===== src/bsel_pkg.sv =====
// Constants, register map and state encoding for the boot source selector
package bsel_pkg;
  localparam int          BSEL_AW          = 8;
  localparam int          BSEL_DW          = 32;
  // Register byte offsets
  localparam logic [7:0]  BSEL_OFF_CTRL    = 8'h00;
  localparam logic [7:0]  BSEL_OFF_STATUS  = 8'h04;
  localparam logic [7:0]  BSEL_OFF_CFG     = 8'h08;
  localparam int          BSEL_N_CFG       = 7;
  localparam logic [7:0]  BSEL_OFF_CFG_END = 8'h24;
  // Configuration register indices (offset = BSEL_OFF_CFG + 4 * index)
  localparam logic [2:0]  BSEL_CFG_ADDRESS_CONTROL_REG    = 3'h0;
  localparam logic [2:0]  BSEL_CFG_P4      = 3'h1;
  localparam logic [2:0]  BSEL_CFG_P5      = 3'h2;
  localparam logic [2:0]  BSEL_CFG_P6      = 3'h3;
  localparam logic [2:0]  BSEL_CFG_MEMORY_CONTROL_REG    = 3'h4;
  localparam logic [2:0]  BSEL_CFG_CLOCK_CONTROL_REG   = 3'h5;
  localparam logic [2:0]  BSEL_CFG_UART    = 3'h6;
  // Reset values
  localparam logic [7:0]  BSEL_CFG_RST     = 8'h00;
  localparam logic        BSEL_BYPASS_RST  = 1'b0;
  // Control and status field positions
  localparam int          BSEL_CTRL_BYPASS = 0;
  localparam int          BSEL_ST_ROM      = 0;
  localparam int          BSEL_ST_DONE     = 1;
  localparam int          BSEL_ST_PATH_LO  = 2;
  localparam int          BSEL_ST_EA       = 4;
  localparam int          BSEL_ST_CMD      = 5;
  // Initialisation values
  localparam logic [1:0]  BSEL_ADDRESS_CONTROL_REG_AM24   = 2'h3;
  localparam int          BSEL_ADDRESS_CONTROL_REG_RELOC  = 5;
  localparam int          BSEL_ADDRESS_CONTROL_REG_XSTK   = 2;
  localparam logic [7:0]  BSEL_P4_INIT     = 8'h2f;
  localparam logic [7:0]  BSEL_P5_INIT     = 8'h07;
  localparam logic [7:0]  BSEL_P6_INIT     = 8'h27;
  localparam logic [7:0]  BSEL_MEMORY_CONTROL_REG_INIT   = 8'haf;
  localparam logic [2:0]  BSEL_CK_STRETCH  = 3'h7;
  localparam logic [1:0]  BSEL_UART_MODE1  = 2'h1;
  localparam logic [3:0]  BSEL_INIT_LAST   = 4'h8;
  // Fetch addresses
  localparam logic [23:0] BSEL_RESET_ADDR  = 24'h000000;
  localparam logic [23:0] BSEL_ROM_RELOC   = 24'hff0000;
  // Boot path codes
  typedef enum logic [1:0] {
    BSEL_PATH_NONE   = 2'h0,
    BSEL_PATH_SERIAL = 2'h1,
    BSEL_PATH_NET    = 2'h2,
    BSEL_PATH_SEARCH = 2'h3
  } bsel_path_t;
  // Gray coded along idle, decide, init, pins, run
  typedef enum logic [2:0] {
    BSEL_ST_IDLE   = 3'h0,
    BSEL_ST_DECIDE = 3'h1,
    BSEL_ST_INIT   = 3'h3,
    BSEL_ST_PINS   = 3'h2,
    BSEL_ST_RUN    = 3'h6,
    BSEL_ST_EXTERN = 3'h4
  } bsel_state_t;
endpackage


===== src/bsel_boot_select.sv =====
// Boot source selection, ROM initialisation sequencer and APB register slave
`timescale 1ns/1ps
module bsel_boot_select
(
  input  wire logic                      i_clk_sys,
  input  wire logic                      i_rst_b,
  input  wire logic                      i_por_rst_b,
  input  wire logic                      i_psel,
  input  wire logic                      i_penable,
  input  wire logic                      i_pwrite,
  input  wire logic [bsel_pkg::BSEL_AW-1:0] i_paddr,
  input  wire logic [bsel_pkg::BSEL_DW-1:0] i_pwdata,
  output logic      [bsel_pkg::BSEL_DW-1:0] o_prdata,
  output logic                           o_pready,
  output logic                           o_pslverr,
  input  wire logic                      i_external_access_pin,
  input  wire logic                      i_loader_select_pin,
  input  wire logic                      i_netboot_select_pin,
  input  wire logic                      i_baud_detected,
  input  wire logic                      i_banner_done,
  output logic                           o_fetch_start,
  output logic                           o_fetch_from_rom,
  output logic      [23:0]               o_fetch_addr,
  output logic                           o_rom_accessible,
  output logic      [23:0]               o_rom_base,
  output logic                           o_init_done,
  output logic      [1:0]                o_boot_path,
  output logic                           o_loader_start,
  output logic                           o_serial_monitor,
  output logic                           o_send_banner,
  output logic                           o_cmd_enable,
  output logic                           o_netboot_start,
  output logic                           o_search_start,
  output logic      [7:0]                o_address_control,
  output logic      [7:0]                o_port4_control,
  output logic      [7:0]                o_port5_control,
  output logic      [7:0]                o_port6_control,
  output logic      [7:0]                o_memory_control,
  output logic      [7:0]                o_clock_control,
  output logic      [7:0]                o_uart_mode
);
  import bsel_pkg::*;

  bsel_state_t state;
  bsel_state_t next_state;
  logic [3:0]  step;
  logic [7:0]  cfg [BSEL_N_CFG];
  logic        rom_bypass_bit;
  logic        baud_ok;
  logic [2:0]  init_sel;
  logic [7:0]  init_val;

  // Bus decode
  wire        acc       = i_psel & i_penable;
  wire        acc_first = acc & ~o_pready;
  wire        wr_commit = acc & o_pready & i_pwrite;
  wire        hit_ctrl  = (i_paddr == BSEL_OFF_CTRL);
  wire        hit_stat  = (i_paddr == BSEL_OFF_STATUS);
  wire        hit_cfg   = (i_paddr >= BSEL_OFF_CFG) && (i_paddr < BSEL_OFF_CFG_END) && (i_paddr[1:0] == 2'h0);
  wire [7:0]  cfg_off   = i_paddr - BSEL_OFF_CFG;
  wire [2:0]  cfg_idx   = cfg_off[4:2];
  wire        mapped    = hit_ctrl | hit_stat | hit_cfg;
  wire        bad_wr    = i_pwrite & hit_stat;
  wire [31:0] ctrl_word = {31'h0, rom_bypass_bit};
  wire [31:0] stat_word = {26'h0, o_cmd_enable, i_external_access_pin, o_boot_path, o_init_done, o_fetch_from_rom};
  wire [31:0] cfg_word  = {24'h0, cfg[cfg_idx]};
  wire [31:0] rd_word   = hit_ctrl ? ctrl_word :
                          hit_stat ? stat_word :
                          hit_cfg  ? cfg_word  : 32'h0;

  // Sequencer decisions
  wire        in_init   = (state == BSEL_ST_INIT);
  wire        init_last = in_init && (step == BSEL_INIT_LAST);
  wire        rom_path  = i_external_access_pin & ~rom_bypass_bit;
  wire        in_serial = (o_boot_path == BSEL_PATH_SERIAL);

  bsel_init_step u_step
  (
    .i_step  (step),
    .i_address_control_reg  (cfg[BSEL_CFG_ADDRESS_CONTROL_REG]),
    .i_clock_control_reg (cfg[BSEL_CFG_CLOCK_CONTROL_REG]),
    .o_sel   (init_sel),
    .o_value (init_val)
  );

  // APB answer: one wait state, so the error code is ready with pready
  wire        next_err   = acc_first & (~mapped | bad_wr);
  wire [31:0] next_rdata = (acc_first & ~i_pwrite) ? rd_word : 32'h0;

  always_ff @(posedge i_clk_sys or negedge i_rst_b)
  begin
    if (!i_rst_b)
    begin
      o_pready  <= 1'b0;
      o_pslverr <= 1'b0;
    end
    else
    begin
      o_pready  <= acc_first;
      o_pslverr <= next_err;
    end
  end

  // Read data is zero outside the answer cycle so stale words never leak
  always_ff @(posedge i_clk_sys or negedge i_rst_b)
  begin
    if (!i_rst_b)
    begin
      o_prdata <= 32'h0;
    end
    else
    begin
      o_prdata <= next_rdata;
    end
  end

  // Only a power-on reset clears the bypass choice
  always_ff @(posedge i_clk_sys or negedge i_por_rst_b)
  begin
    if (!i_por_rst_b)
    begin
      rom_bypass_bit <= BSEL_BYPASS_RST;
    end
    else if (wr_commit && hit_ctrl)
    begin
      rom_bypass_bit <= i_pwdata[BSEL_CTRL_BYPASS];
    end
  end

  // Configuration registers; the init sequence wins over a software write
  for (genvar g = 0; g < BSEL_N_CFG; g++)
  begin : g_cfg
    always_ff @(posedge i_clk_sys or negedge i_rst_b)
    begin
      if (!i_rst_b)
      begin
        cfg[g] <= BSEL_CFG_RST;
      end
      else if (in_init && (init_sel == 3'(g)))
      begin
        cfg[g] <= init_val;
      end
      else if (wr_commit && hit_cfg && (cfg_idx == 3'(g)))
      begin
        cfg[g] <= i_pwdata[7:0];
      end
    end
  end

  assign o_address_control = cfg[BSEL_CFG_ADDRESS_CONTROL_REG];
  assign o_port4_control   = cfg[BSEL_CFG_P4];
  assign o_port5_control   = cfg[BSEL_CFG_P5];
  assign o_port6_control   = cfg[BSEL_CFG_P6];
  assign o_memory_control  = cfg[BSEL_CFG_MEMORY_CONTROL_REG];
  assign o_clock_control   = cfg[BSEL_CFG_CLOCK_CONTROL_REG];
  assign o_uart_mode       = cfg[BSEL_CFG_UART];

  always_comb
  begin
    next_state = state;
    case (state)
      BSEL_ST_IDLE:
      begin
        next_state = BSEL_ST_DECIDE;
      end
      BSEL_ST_DECIDE:
      begin
        next_state = rom_path ? BSEL_ST_INIT : BSEL_ST_EXTERN;
      end
      BSEL_ST_INIT:
      begin
        next_state = init_last ? BSEL_ST_PINS : BSEL_ST_INIT;
      end
      BSEL_ST_PINS:
      begin
        next_state = BSEL_ST_RUN;
      end
      BSEL_ST_RUN:
      begin
        next_state = BSEL_ST_RUN;
      end
      default:
      begin
        next_state = BSEL_ST_EXTERN;
      end
    endcase
  end

  wire [3:0]  next_step = in_init ? step + 4'h1 : 4'h0;

  always_ff @(posedge i_clk_sys or negedge i_rst_b)
  begin
    if (!i_rst_b)
    begin
      state <= BSEL_ST_IDLE;
    end
    else
    begin
      state <= next_state;
    end
  end

  // Step count restarts whenever the sequencer is outside INIT
  always_ff @(posedge i_clk_sys or negedge i_rst_b)
  begin
    if (!i_rst_b)
    begin
      step <= 4'h0;
    end
    else
    begin
      step <= next_step;
    end
  end

  // Boot decisions as named wires; the registers below only capture them
  wire        at_decide = (state == BSEL_ST_DECIDE);
  wire        at_pins   = (state == BSEL_ST_PINS);
  wire        pick_load = i_loader_select_pin;
  wire        pick_net  = ~i_loader_select_pin & ~i_netboot_select_pin;
  wire        pick_find = ~i_loader_select_pin & i_netboot_select_pin;
  wire [1:0]  next_path = pick_load ? BSEL_PATH_SERIAL :
                          pick_net  ? BSEL_PATH_NET    : BSEL_PATH_SEARCH;
  wire [23:0] next_base = cfg[BSEL_CFG_ADDRESS_CONTROL_REG][BSEL_ADDRESS_CONTROL_REG_RELOC] ? BSEL_ROM_RELOC : BSEL_RESET_ADDR;

  // First fetch always at address zero of the chosen space
  always_ff @(posedge i_clk_sys or negedge i_rst_b)
  begin
    if (!i_rst_b)
    begin
      o_fetch_start    <= 1'b0;
      o_fetch_from_rom <= 1'b0;
      o_fetch_addr     <= BSEL_RESET_ADDR;
    end
    else
    begin
      o_fetch_start <= at_decide;
      o_fetch_addr  <= BSEL_RESET_ADDR;
      if (at_decide)
      begin
        o_fetch_from_rom <= rom_path;
      end
    end
  end

  // Pin low hides the ROM even after the ROM path was taken
  always_ff @(posedge i_clk_sys or negedge i_rst_b)
  begin
    if (!i_rst_b)
    begin
      o_rom_accessible <= 1'b0;
      o_rom_base       <= BSEL_RESET_ADDR;
    end
    else
    begin
      o_rom_accessible <= o_fetch_from_rom & i_external_access_pin;
      o_rom_base       <= next_base;
    end
  end

  // Done holds until the next reset so software can poll it
  always_ff @(posedge i_clk_sys or negedge i_rst_b)
  begin
    if (!i_rst_b)
    begin
      o_init_done <= 1'b0;
    end
    else if (init_last)
    begin
      o_init_done <= 1'b1;
    end
  end

  // Straps are read once, in the cycle after init ends
  always_ff @(posedge i_clk_sys or negedge i_rst_b)
  begin
    if (!i_rst_b)
    begin
      o_boot_path <= BSEL_PATH_NONE;
    end
    else if (at_pins)
    begin
      o_boot_path <= next_path;
    end
  end

  // One-cycle start pulses; the three outcomes exclude each other
  always_ff @(posedge i_clk_sys or negedge i_rst_b)
  begin
    if (!i_rst_b)
    begin
      o_loader_start  <= 1'b0;
      o_netboot_start <= 1'b0;
      o_search_start  <= 1'b0;
    end
    else
    begin
      o_loader_start  <= at_pins & pick_load;
      o_netboot_start <= at_pins & pick_net;
      o_search_start  <= at_pins & pick_find;
    end
  end

  // Banner is asked for once; later baud hits are ignored
  always_ff @(posedge i_clk_sys or negedge i_rst_b)
  begin
    if (!i_rst_b)
    begin
      o_serial_monitor <= 1'b0;
      o_send_banner    <= 1'b0;
    end
    else
    begin
      o_serial_monitor <= in_serial & ~o_cmd_enable;
      o_send_banner    <= in_serial & ~baud_ok & i_baud_detected;
    end
  end

  // Commands stay locked until the banner is out
  always_ff @(posedge i_clk_sys or negedge i_rst_b)
  begin
    if (!i_rst_b)
    begin
      baud_ok      <= 1'b0;
      o_cmd_enable <= 1'b0;
    end
    else
    begin
      if (in_serial && i_baud_detected)
      begin
        baud_ok <= 1'b1;
      end
      if (in_serial && baud_ok && i_banner_done)
      begin
        o_cmd_enable <= 1'b1;
      end
    end
  end
endmodule


===== src/bsel_init_step.sv =====
// Step table of the ROM initialisation sequence
`timescale 1ns/1ps
module bsel_init_step
(
  input  wire logic [3:0] i_step,
  input  wire logic [7:0] i_address_control_reg,
  input  wire logic [7:0] i_clock_control_reg,
  output logic      [2:0] o_sel,
  output logic      [7:0] o_value
);
  import bsel_pkg::*;
  // Read-modify-write steps keep the untouched bits of the target
  always_comb
  begin
    o_sel   = BSEL_CFG_ADDRESS_CONTROL_REG;
    o_value = i_address_control_reg;
    case (i_step)
      4'h0:
      begin
        o_value = {i_address_control_reg[7:2], BSEL_ADDRESS_CONTROL_REG_AM24};
      end
      4'h1:
      begin
        o_value = i_address_control_reg | (8'h01 << BSEL_ADDRESS_CONTROL_REG_RELOC);
      end
      4'h2:
      begin
        o_sel   = BSEL_CFG_P4;
        o_value = BSEL_P4_INIT;
      end
      4'h3:
      begin
        o_sel   = BSEL_CFG_P5;
        o_value = BSEL_P5_INIT;
      end
      4'h4:
      begin
        o_sel   = BSEL_CFG_P6;
        o_value = BSEL_P6_INIT;
      end
      4'h5:
      begin
        o_sel   = BSEL_CFG_MEMORY_CONTROL_REG;
        o_value = BSEL_MEMORY_CONTROL_REG_INIT;
      end
      4'h6:
      begin
        o_value = i_address_control_reg | (8'h01 << BSEL_ADDRESS_CONTROL_REG_XSTK);
      end
      4'h7:
      begin
        o_sel   = BSEL_CFG_CLOCK_CONTROL_REG;
        o_value = {i_clock_control_reg[7:3], BSEL_CK_STRETCH};
      end
      default:
      begin
        o_sel   = BSEL_CFG_UART;
        o_value = {4'h0, BSEL_UART_MODE1, BSEL_UART_MODE1};
      end
    endcase
  end
endmodule


===== config.mk =====
export PLATFORM = sky130hd
export DESIGN_NAME = bsel_boot_select
export DESIGN_NICKNAME = d
export VERILOG_FILES = /design/src/bsel_pkg.sv /design/src/bsel_boot_select.sv /design/src/bsel_init_step.sv
export SDC_FILE = /design/constraint.sdc
export NUM_CORES = 1
export LEC_CHECK = 0
export ABC_AREA = 1
export BUFFER_PORTS_ARGS = -buffer_cell sky130_fd_sc_hd__buf_2
export CAP_MARGIN = 20
export CORE_MARGIN = 10
export CORE_UTILIZATION = 50
export CTS_BUF_LIST = sky130_fd_sc_hd__clkbuf_4
export DETAILED_ROUTE_END_ITERATION = 16
export PLACE_DENSITY = 0.87
export SLEW_MARGIN = 10
export SYNTH_ARGS = -nofsm -noshare
export SYNTH_HDL_FRONTEND = slang
export SYNTH_SLANG_ARGS = --single-unit

===== constraint.sdc =====
create_clock -name i_clk_sys -period 3.55 [get_ports i_clk_sys]
set_input_delay 0.1775 -clock i_clk_sys [delete_from_list [all_inputs] [get_ports i_clk_sys]]
set_output_delay 0.1775 -clock i_clk_sys [all_outputs]
set_load 0.01 [all_outputs]

# Yosys cells after proc, flatten, opt, wreduce, memory -nomap -nowiden
# Cells that the tools add are included.
[word_totals]
reg_bits = 111
inputBits = 51
output_inout_bits = 150
elab_cells = 153
[op_classes]
n_addsub = 2
order_cmp = 3
eq_ne = 26
mux = 30
bitwise_logic = 29
reduce_logical = 37
[ops]
columns = ["operator", "n"]
rows = [
  ["$mux W8", 20],
  ["$pmux W8 S8", 1],
  ["$bmux W8 S3", 1],
  ["$mux W24", 1],
  ["$logic_and A1 B1 Y1", 22],
  ["$eq A3 B3 Y1 const B", 7],
  ["$eq A3 B2 Y1 const B", 6],
  ["$pmux W3 S6", 1],
  ["$and A1 B1 Y1", 17],
  ["$eq A4 B3 Y1 const B", 4],
  ["$reduce_bool A2 Y1", 7],
  ["$pmux W3 S4", 1],
  ["$eq A3 B1 Y1 const B", 3],
  ["$logic_not A3 Y1", 3],
  ["$eq A4 B2 Y1 const B", 2],
  ["$eq A8 B3 Y1 const B", 1],
  ["$ge A8 B4 Y1 const B", 1],
  ["$logic_not A8 Y1", 1],
  ["$lt A8 B6 Y1 const B", 1],
  ["$not A1 Y1", 8],
  ["$sub A5 B4 Y5 const B", 1],
  ["$add A4 B1 Y4 const B", 1],
  ["$eq A4 B1 Y1 const B", 1],
  ["$eq A4 B4 Y1 const B", 1],
  ["12 further kinds", 15],
]

# Logic depth before layout (Yosys ltp)
[logic_depth]
ltp_word = 9
ltp_mapped = 13

# By module
# From an unflattened synthesis, not the netlist that was laid out.
[hier_totals]
cells_unflattened = 811
hier_area_um2 = 5728.0
[modules_own_cells]
columns = ["module", "instances", "cells_each", "area_each_um2", "seq_area_each_um2"]
rows = [
  ["bsel_boot_select", 1, 762, 5501.5, 2202.1],
  ["bsel_init_step", 1, 49, 226.5, 0.0],
]

# Worst setup path after synthesis
# OpenSTA, ideal clock, no wires.
[synth_timing]
kind = "register to register"
from = "register step[0]"
to = "register cfg (netlist bit o_port4_control[6])"
setup_time_ns = 0.117
t_arrival_ns = 1.637
required_time_ns = 3.433
slack_ns = 1.796
stages_incl_launch_ff = 13
synth_period_minus_slack_ns = 1.754
cell_sequence = "dfrtp_1 inv_1 ha_1 nand3_1 nand2_1 inv_2 nand2_2 inv_2 nand2_2 buf_2 nand2_1 nand3_1 nand2_1"
[synth_via]
elab_chain_cells = 6
elab_cells_between_ends = 15
classes_between = "eq/ne (8); mux (3); reduce/logical (4)"
[synth_lines]
columns = ["element", "line", "rtl"]
rows = [
  ["start: declaration", "bsel_boot_select.sv:46", "logic [3:0] step;"],
  ["start signal: assignment", "bsel_boot_select.sv:212", "step <= next_step;"],
  ["$eq A4 B1 Y1, or another cell as far along", "bsel_init_step.sv:17", "case (i_step)"],
  ["$reduce_or A3 Y1 (no line)", "-", ""],
  ["$pmux W3 S6", "bsel_init_step.sv:17", ""],
  ["$eq A3 B1 Y1", "bsel_boot_select.sv:139", "else if (in_init && (init_sel == 3'(g)))"],
  ["$logic_and A1 B1 Y1", "bsel_boot_select.sv:139", ""],
  ["$mux W8 / $reduce_bool A2 Y1 (equally long branches)", "-", ""],
  ["end signal: indexed assignment", "bsel_boot_select.sv:141", "cfg[g] <= init_val;"],
  ["end signal: indexed assignment", "bsel_boot_select.sv:145", "cfg[g] <= i_pwdata[7:0];"],
  ["end: declaration", "bsel_boot_select.sv:47", "logic [7:0] cfg [BSEL_N_CFG];"],
]
# Parallel ways exist; a longest one is shown, timed or not.
# A chain may end at the register's enable or synchronous reset.

# Worst setup path after layout
[layout_timing]
from = "register step[0]"
to = "register cfg (netlist bit o_port6_control[4])"
[layout_via]
elab_chain_cells = 6
elab_cells_between_ends = 15
classes_between = "eq/ne (8); mux (3); reduce/logical (4)"
[layout_lines]
columns = ["element", "line"]
rows = [
  ["$eq A4 B1 Y1, or another cell as far along", "bsel_init_step.sv:17"],
  ["$reduce_or A3 Y1 (no line)", "-"],
  ["$pmux W3 S6", "bsel_init_step.sv:17"],
  ["$eq A3 B2 Y1", "bsel_boot_select.sv:139"],
  ["$logic_and A1 B1 Y1", "bsel_boot_select.sv:139"],
  ["$mux W8 / $reduce_bool A2 Y1 (equally long branches)", "-"],
]
# Parallel ways exist; a longest one is shown, timed or not.

==> qor.csv <==
stage,metric,value,unit
cts,clkTransAtPathRegs,0.14,ns
power_and_ir_drop,leakagePower,3.25,nW
synth,synthTopCellsByArea,"dfrtp_1 41%, nand2_1 11%, buf_4 10%",
critical_path,cp-end-kind,flop,
floorplan,row_count,37,
floorplan,die_x,124,µm
cts,cts_tree,built,
cts,post_cts_resized,0,
place,pre_cts_slack,1.34,ns
min_path,hold_depth,3,
cts,cts_num_sinks,88,
final_layout,finalNetCount,841,
timing,fmax,0.444,GHz
synth,yosysUniqueCellTypes,41,
timing,period_needed,2.25,ns
cts,cts_max_level,3,
critical_path,required,3.91,ns
critical_path,critPathKind,flop to flop,
synth,syn_area,5360,µm²
timing,timing.final.crit_share,0.635,
global_route,grt_start_max_net_pins,62,
floorplan,die_y,124,µm
global_route,globalRouteMet2Util,0.347,
routing,drtPass1Iterations,6,
critical_path,crit_start,step[0],
cts,cts_max_path_buffers,2,
power_and_ir_drop,ir_drop,0.000165,V
routing,routed_via_density,5.33,
routing,wire_per_inst,18.0,µm
synth,syn_inst,672,
final_layout,drive_gt1_frac,0.244,
run_status,status,"complete, no violations",
timing,final.setup_skew,0.0115,ns
critical_path,arrival,2.61,ns
timing,maxSlewViolCount,0,
critical_path,r2r_start,step[0],
place,port_buffers,112,
cts,cts_buffers,9,
routing,drtIter0Drc,531,
timing,finalSetupTns,0,ns
final_layout,syn_to_final_growth,11.3,%
critical_path,timing.rr.end,o_port6_control[4],
synth,synth_top_area_share,0.411,
timing,hold_violations,0,
synth,synth_warnings,0,
global_route,grtUsageMet3,0.0579,
floorplan,die_area,15300,µm²
global_route,globalRoute.totalOverflow,0,
min_path,holdPathEnd,o_memory_control[6],
power_and_ir_drop,pwr_density_cell,301,nW/µm²
cts,cts_root_buffer,clkbuf_4,
routing,routed_wl,16700,µm
timing,worst_hold_slack,0.0203,ns
routing,vias,4941,
timing,layout_setup_ws,1.30,ns
critical_path,cp_max_fo,13,
cts,cts_setup_buffers,0,
cts,clk_latency,0.46,ns
global_route,grt_pass1_vias,4753,
place,place.gp.congestion,0.971,
synth,postSynthAreaPerCell,7.98,µm²
critical_path,cp-start-kind,flop,
critical_path,r2r_cells,12,
final_layout,final_util,0.576,
synth,ys_seq_area_frac,0.411,
floorplan,ios,201,
flow_run,cap_viol_max_count,0,
routing,drtAntennaViolNets,0,
final_layout,fin_cells,927,
floorplan,start_util,0.517,
global_route,grtUsageTotal,0.212,
timing,setup_viol,0,
place,hpwlAfterDp,13100,µm
synth,yosysTopAreaCell,dfrtp_1,
place,place_inst,898,
final_layout,diodes,0,
timing,tightest_slew,0.800,ns
timing,slew_headroom,0.466,
global_route,antenna_found_initial,0,
min_path,hp-start,i_pwdata[6],
min_path,hold_path.class,input pin to flop,
global_route,grt_pass1_wl,25300,µm
floorplan,core_area,10400,µm²
global_route,busiest_layer,met2,
synth,ys_ff_latch,88,
critical_path,reg2reg_slack,1.30,ns
routing,drc,0,
global_route,grtUsageMet1,0.266,
timing,grt_setup_unrepaired,no,
-- state kept, by name, summed over array words and instances (netlist names), 4 cells and up --
register / count
o_address_control: 8
o_port5_control: 8
step: 4
o_port4_control: 8
o_memory_control: 8
o_clock_control: 8
o_port6_control: 8
o_prdata: 8
o_uart_mode: 8
-- per-stage QoR --
stage	cell area, µm²	power, mW
after floorplan	5600	1.19
after global placement	5700	1.21
after detailed placement	5700	1.21
after CTS	5960	1.79
after global routing	5970	1.86
final	5970	1.80
-- cells in the mapped netlist (all sizes together) --
cell type,number
a21o,1
a21oi,31
a22oi,4
a31o,1
a31oi,1
buf,83
clkbuf,3
clkinv,1
conb,1
dfrtp,88
ha,4
inv,69
nand2,165
nand3,80
nand3b,1
nand4,10
nor2,45
nor3,7
nor3b,1
o2111ai,2
o211ai,8
o21ai,45
o22ai,14
o31ai,6
or2,1
-- final cells by class --
class,count,area (µm²)
Sequential cell,88,2200
Inverter,70,264
Fill cell,979,4400
Clock buffer,9,67.6
Timing Repair Buffer,126,701
Clock inverter,7,71.3
Multi-Input combinational cell,491,2500
Tap cell,136,170
-- logic make-up after synthesis --
kind of cell | synth area share
and+or+nand+nor | 0.285
buffers and inverters | 0.168
AOI/OAI and AO/OA | 0.126
DFF | 0.411
adders and majority gates | 0.00933
other | 0.000699
-- report_power, final --
| group | switching (mW) | internal, mW |
|---|---|---|
| Sequential | 0.00756 | 1.01 |
| Combinational | 0.143 | 0.0491 |
| Clock | 0.371 | 0.215 |
| Total | 0.522 | 1.27 |
-- repair_timing --
action,4_1_cts,5_1_grt
endpoints found under the hold margin,74,1
hold buffers,12,1
setup endpoints to repair,0,0
-- worst max-delay path, stage by stage, from the launching register on --
cell	delay [ns]
dfrtp_1	0.45
inv_1	0.09
ha_1	0.26
nand3_1	0.20
nand2_2	0.09
nor2_2	0.13
nand2_4	0.10
a21oi_2	0.13
nand2_1	0.27
inv_2	0.23
nand2_1	0.07
nand2_1	0.09
nand2_1	0.05
-- layout by cell type (no fill, tap or decap), drive strengths merged --
master	n
a21oi	31
ha	4
nand3	80
inv	70
nor2	45
nor3	7
nand2	165
o22ai	14
o21ai	45
a21o	1
buf	113
clkinvlp	2
dfrtp	88
conb	64
a31o	1
clkbuf	9
dlygate4sd3	13
nand3b	1
bufinv	1
o31ai	6
nand4	10
o211ai	8
clkinv	4
a31oi	1
a22oi	4
or2	1
nor3b	1
o2111ai	2
-- worst max path at each step --
| stage | endpoint | slack (ns) | cells past startpoint |
|---|---|---|---|
| 3_5_place_dp | o_port6_control[3] | 1.34 | 12 |
| 6_report | o_port6_control[4] | 1.30 | 12 |
| 5_1_grt | o_port6_control[3] | 1.15 | 12 |
| 4_1_cts | o_port6_control[4] | 1.31 | 12 |
| 3_3_place_gp | o_port6_control[6] | 1.39 | 12 |
| 2_1_floorplan | o_port4_control[6] | 1.80 | 12 |
-- routing by layer --
metal,vias to the layer above,share of wire
met5,-,0
met4,0,0.025
met3,43,0.12
met2,308,0.47
met1,2276,0.38
li1,2314,-
Note: power is estimated with default switching activity, not from simulation.
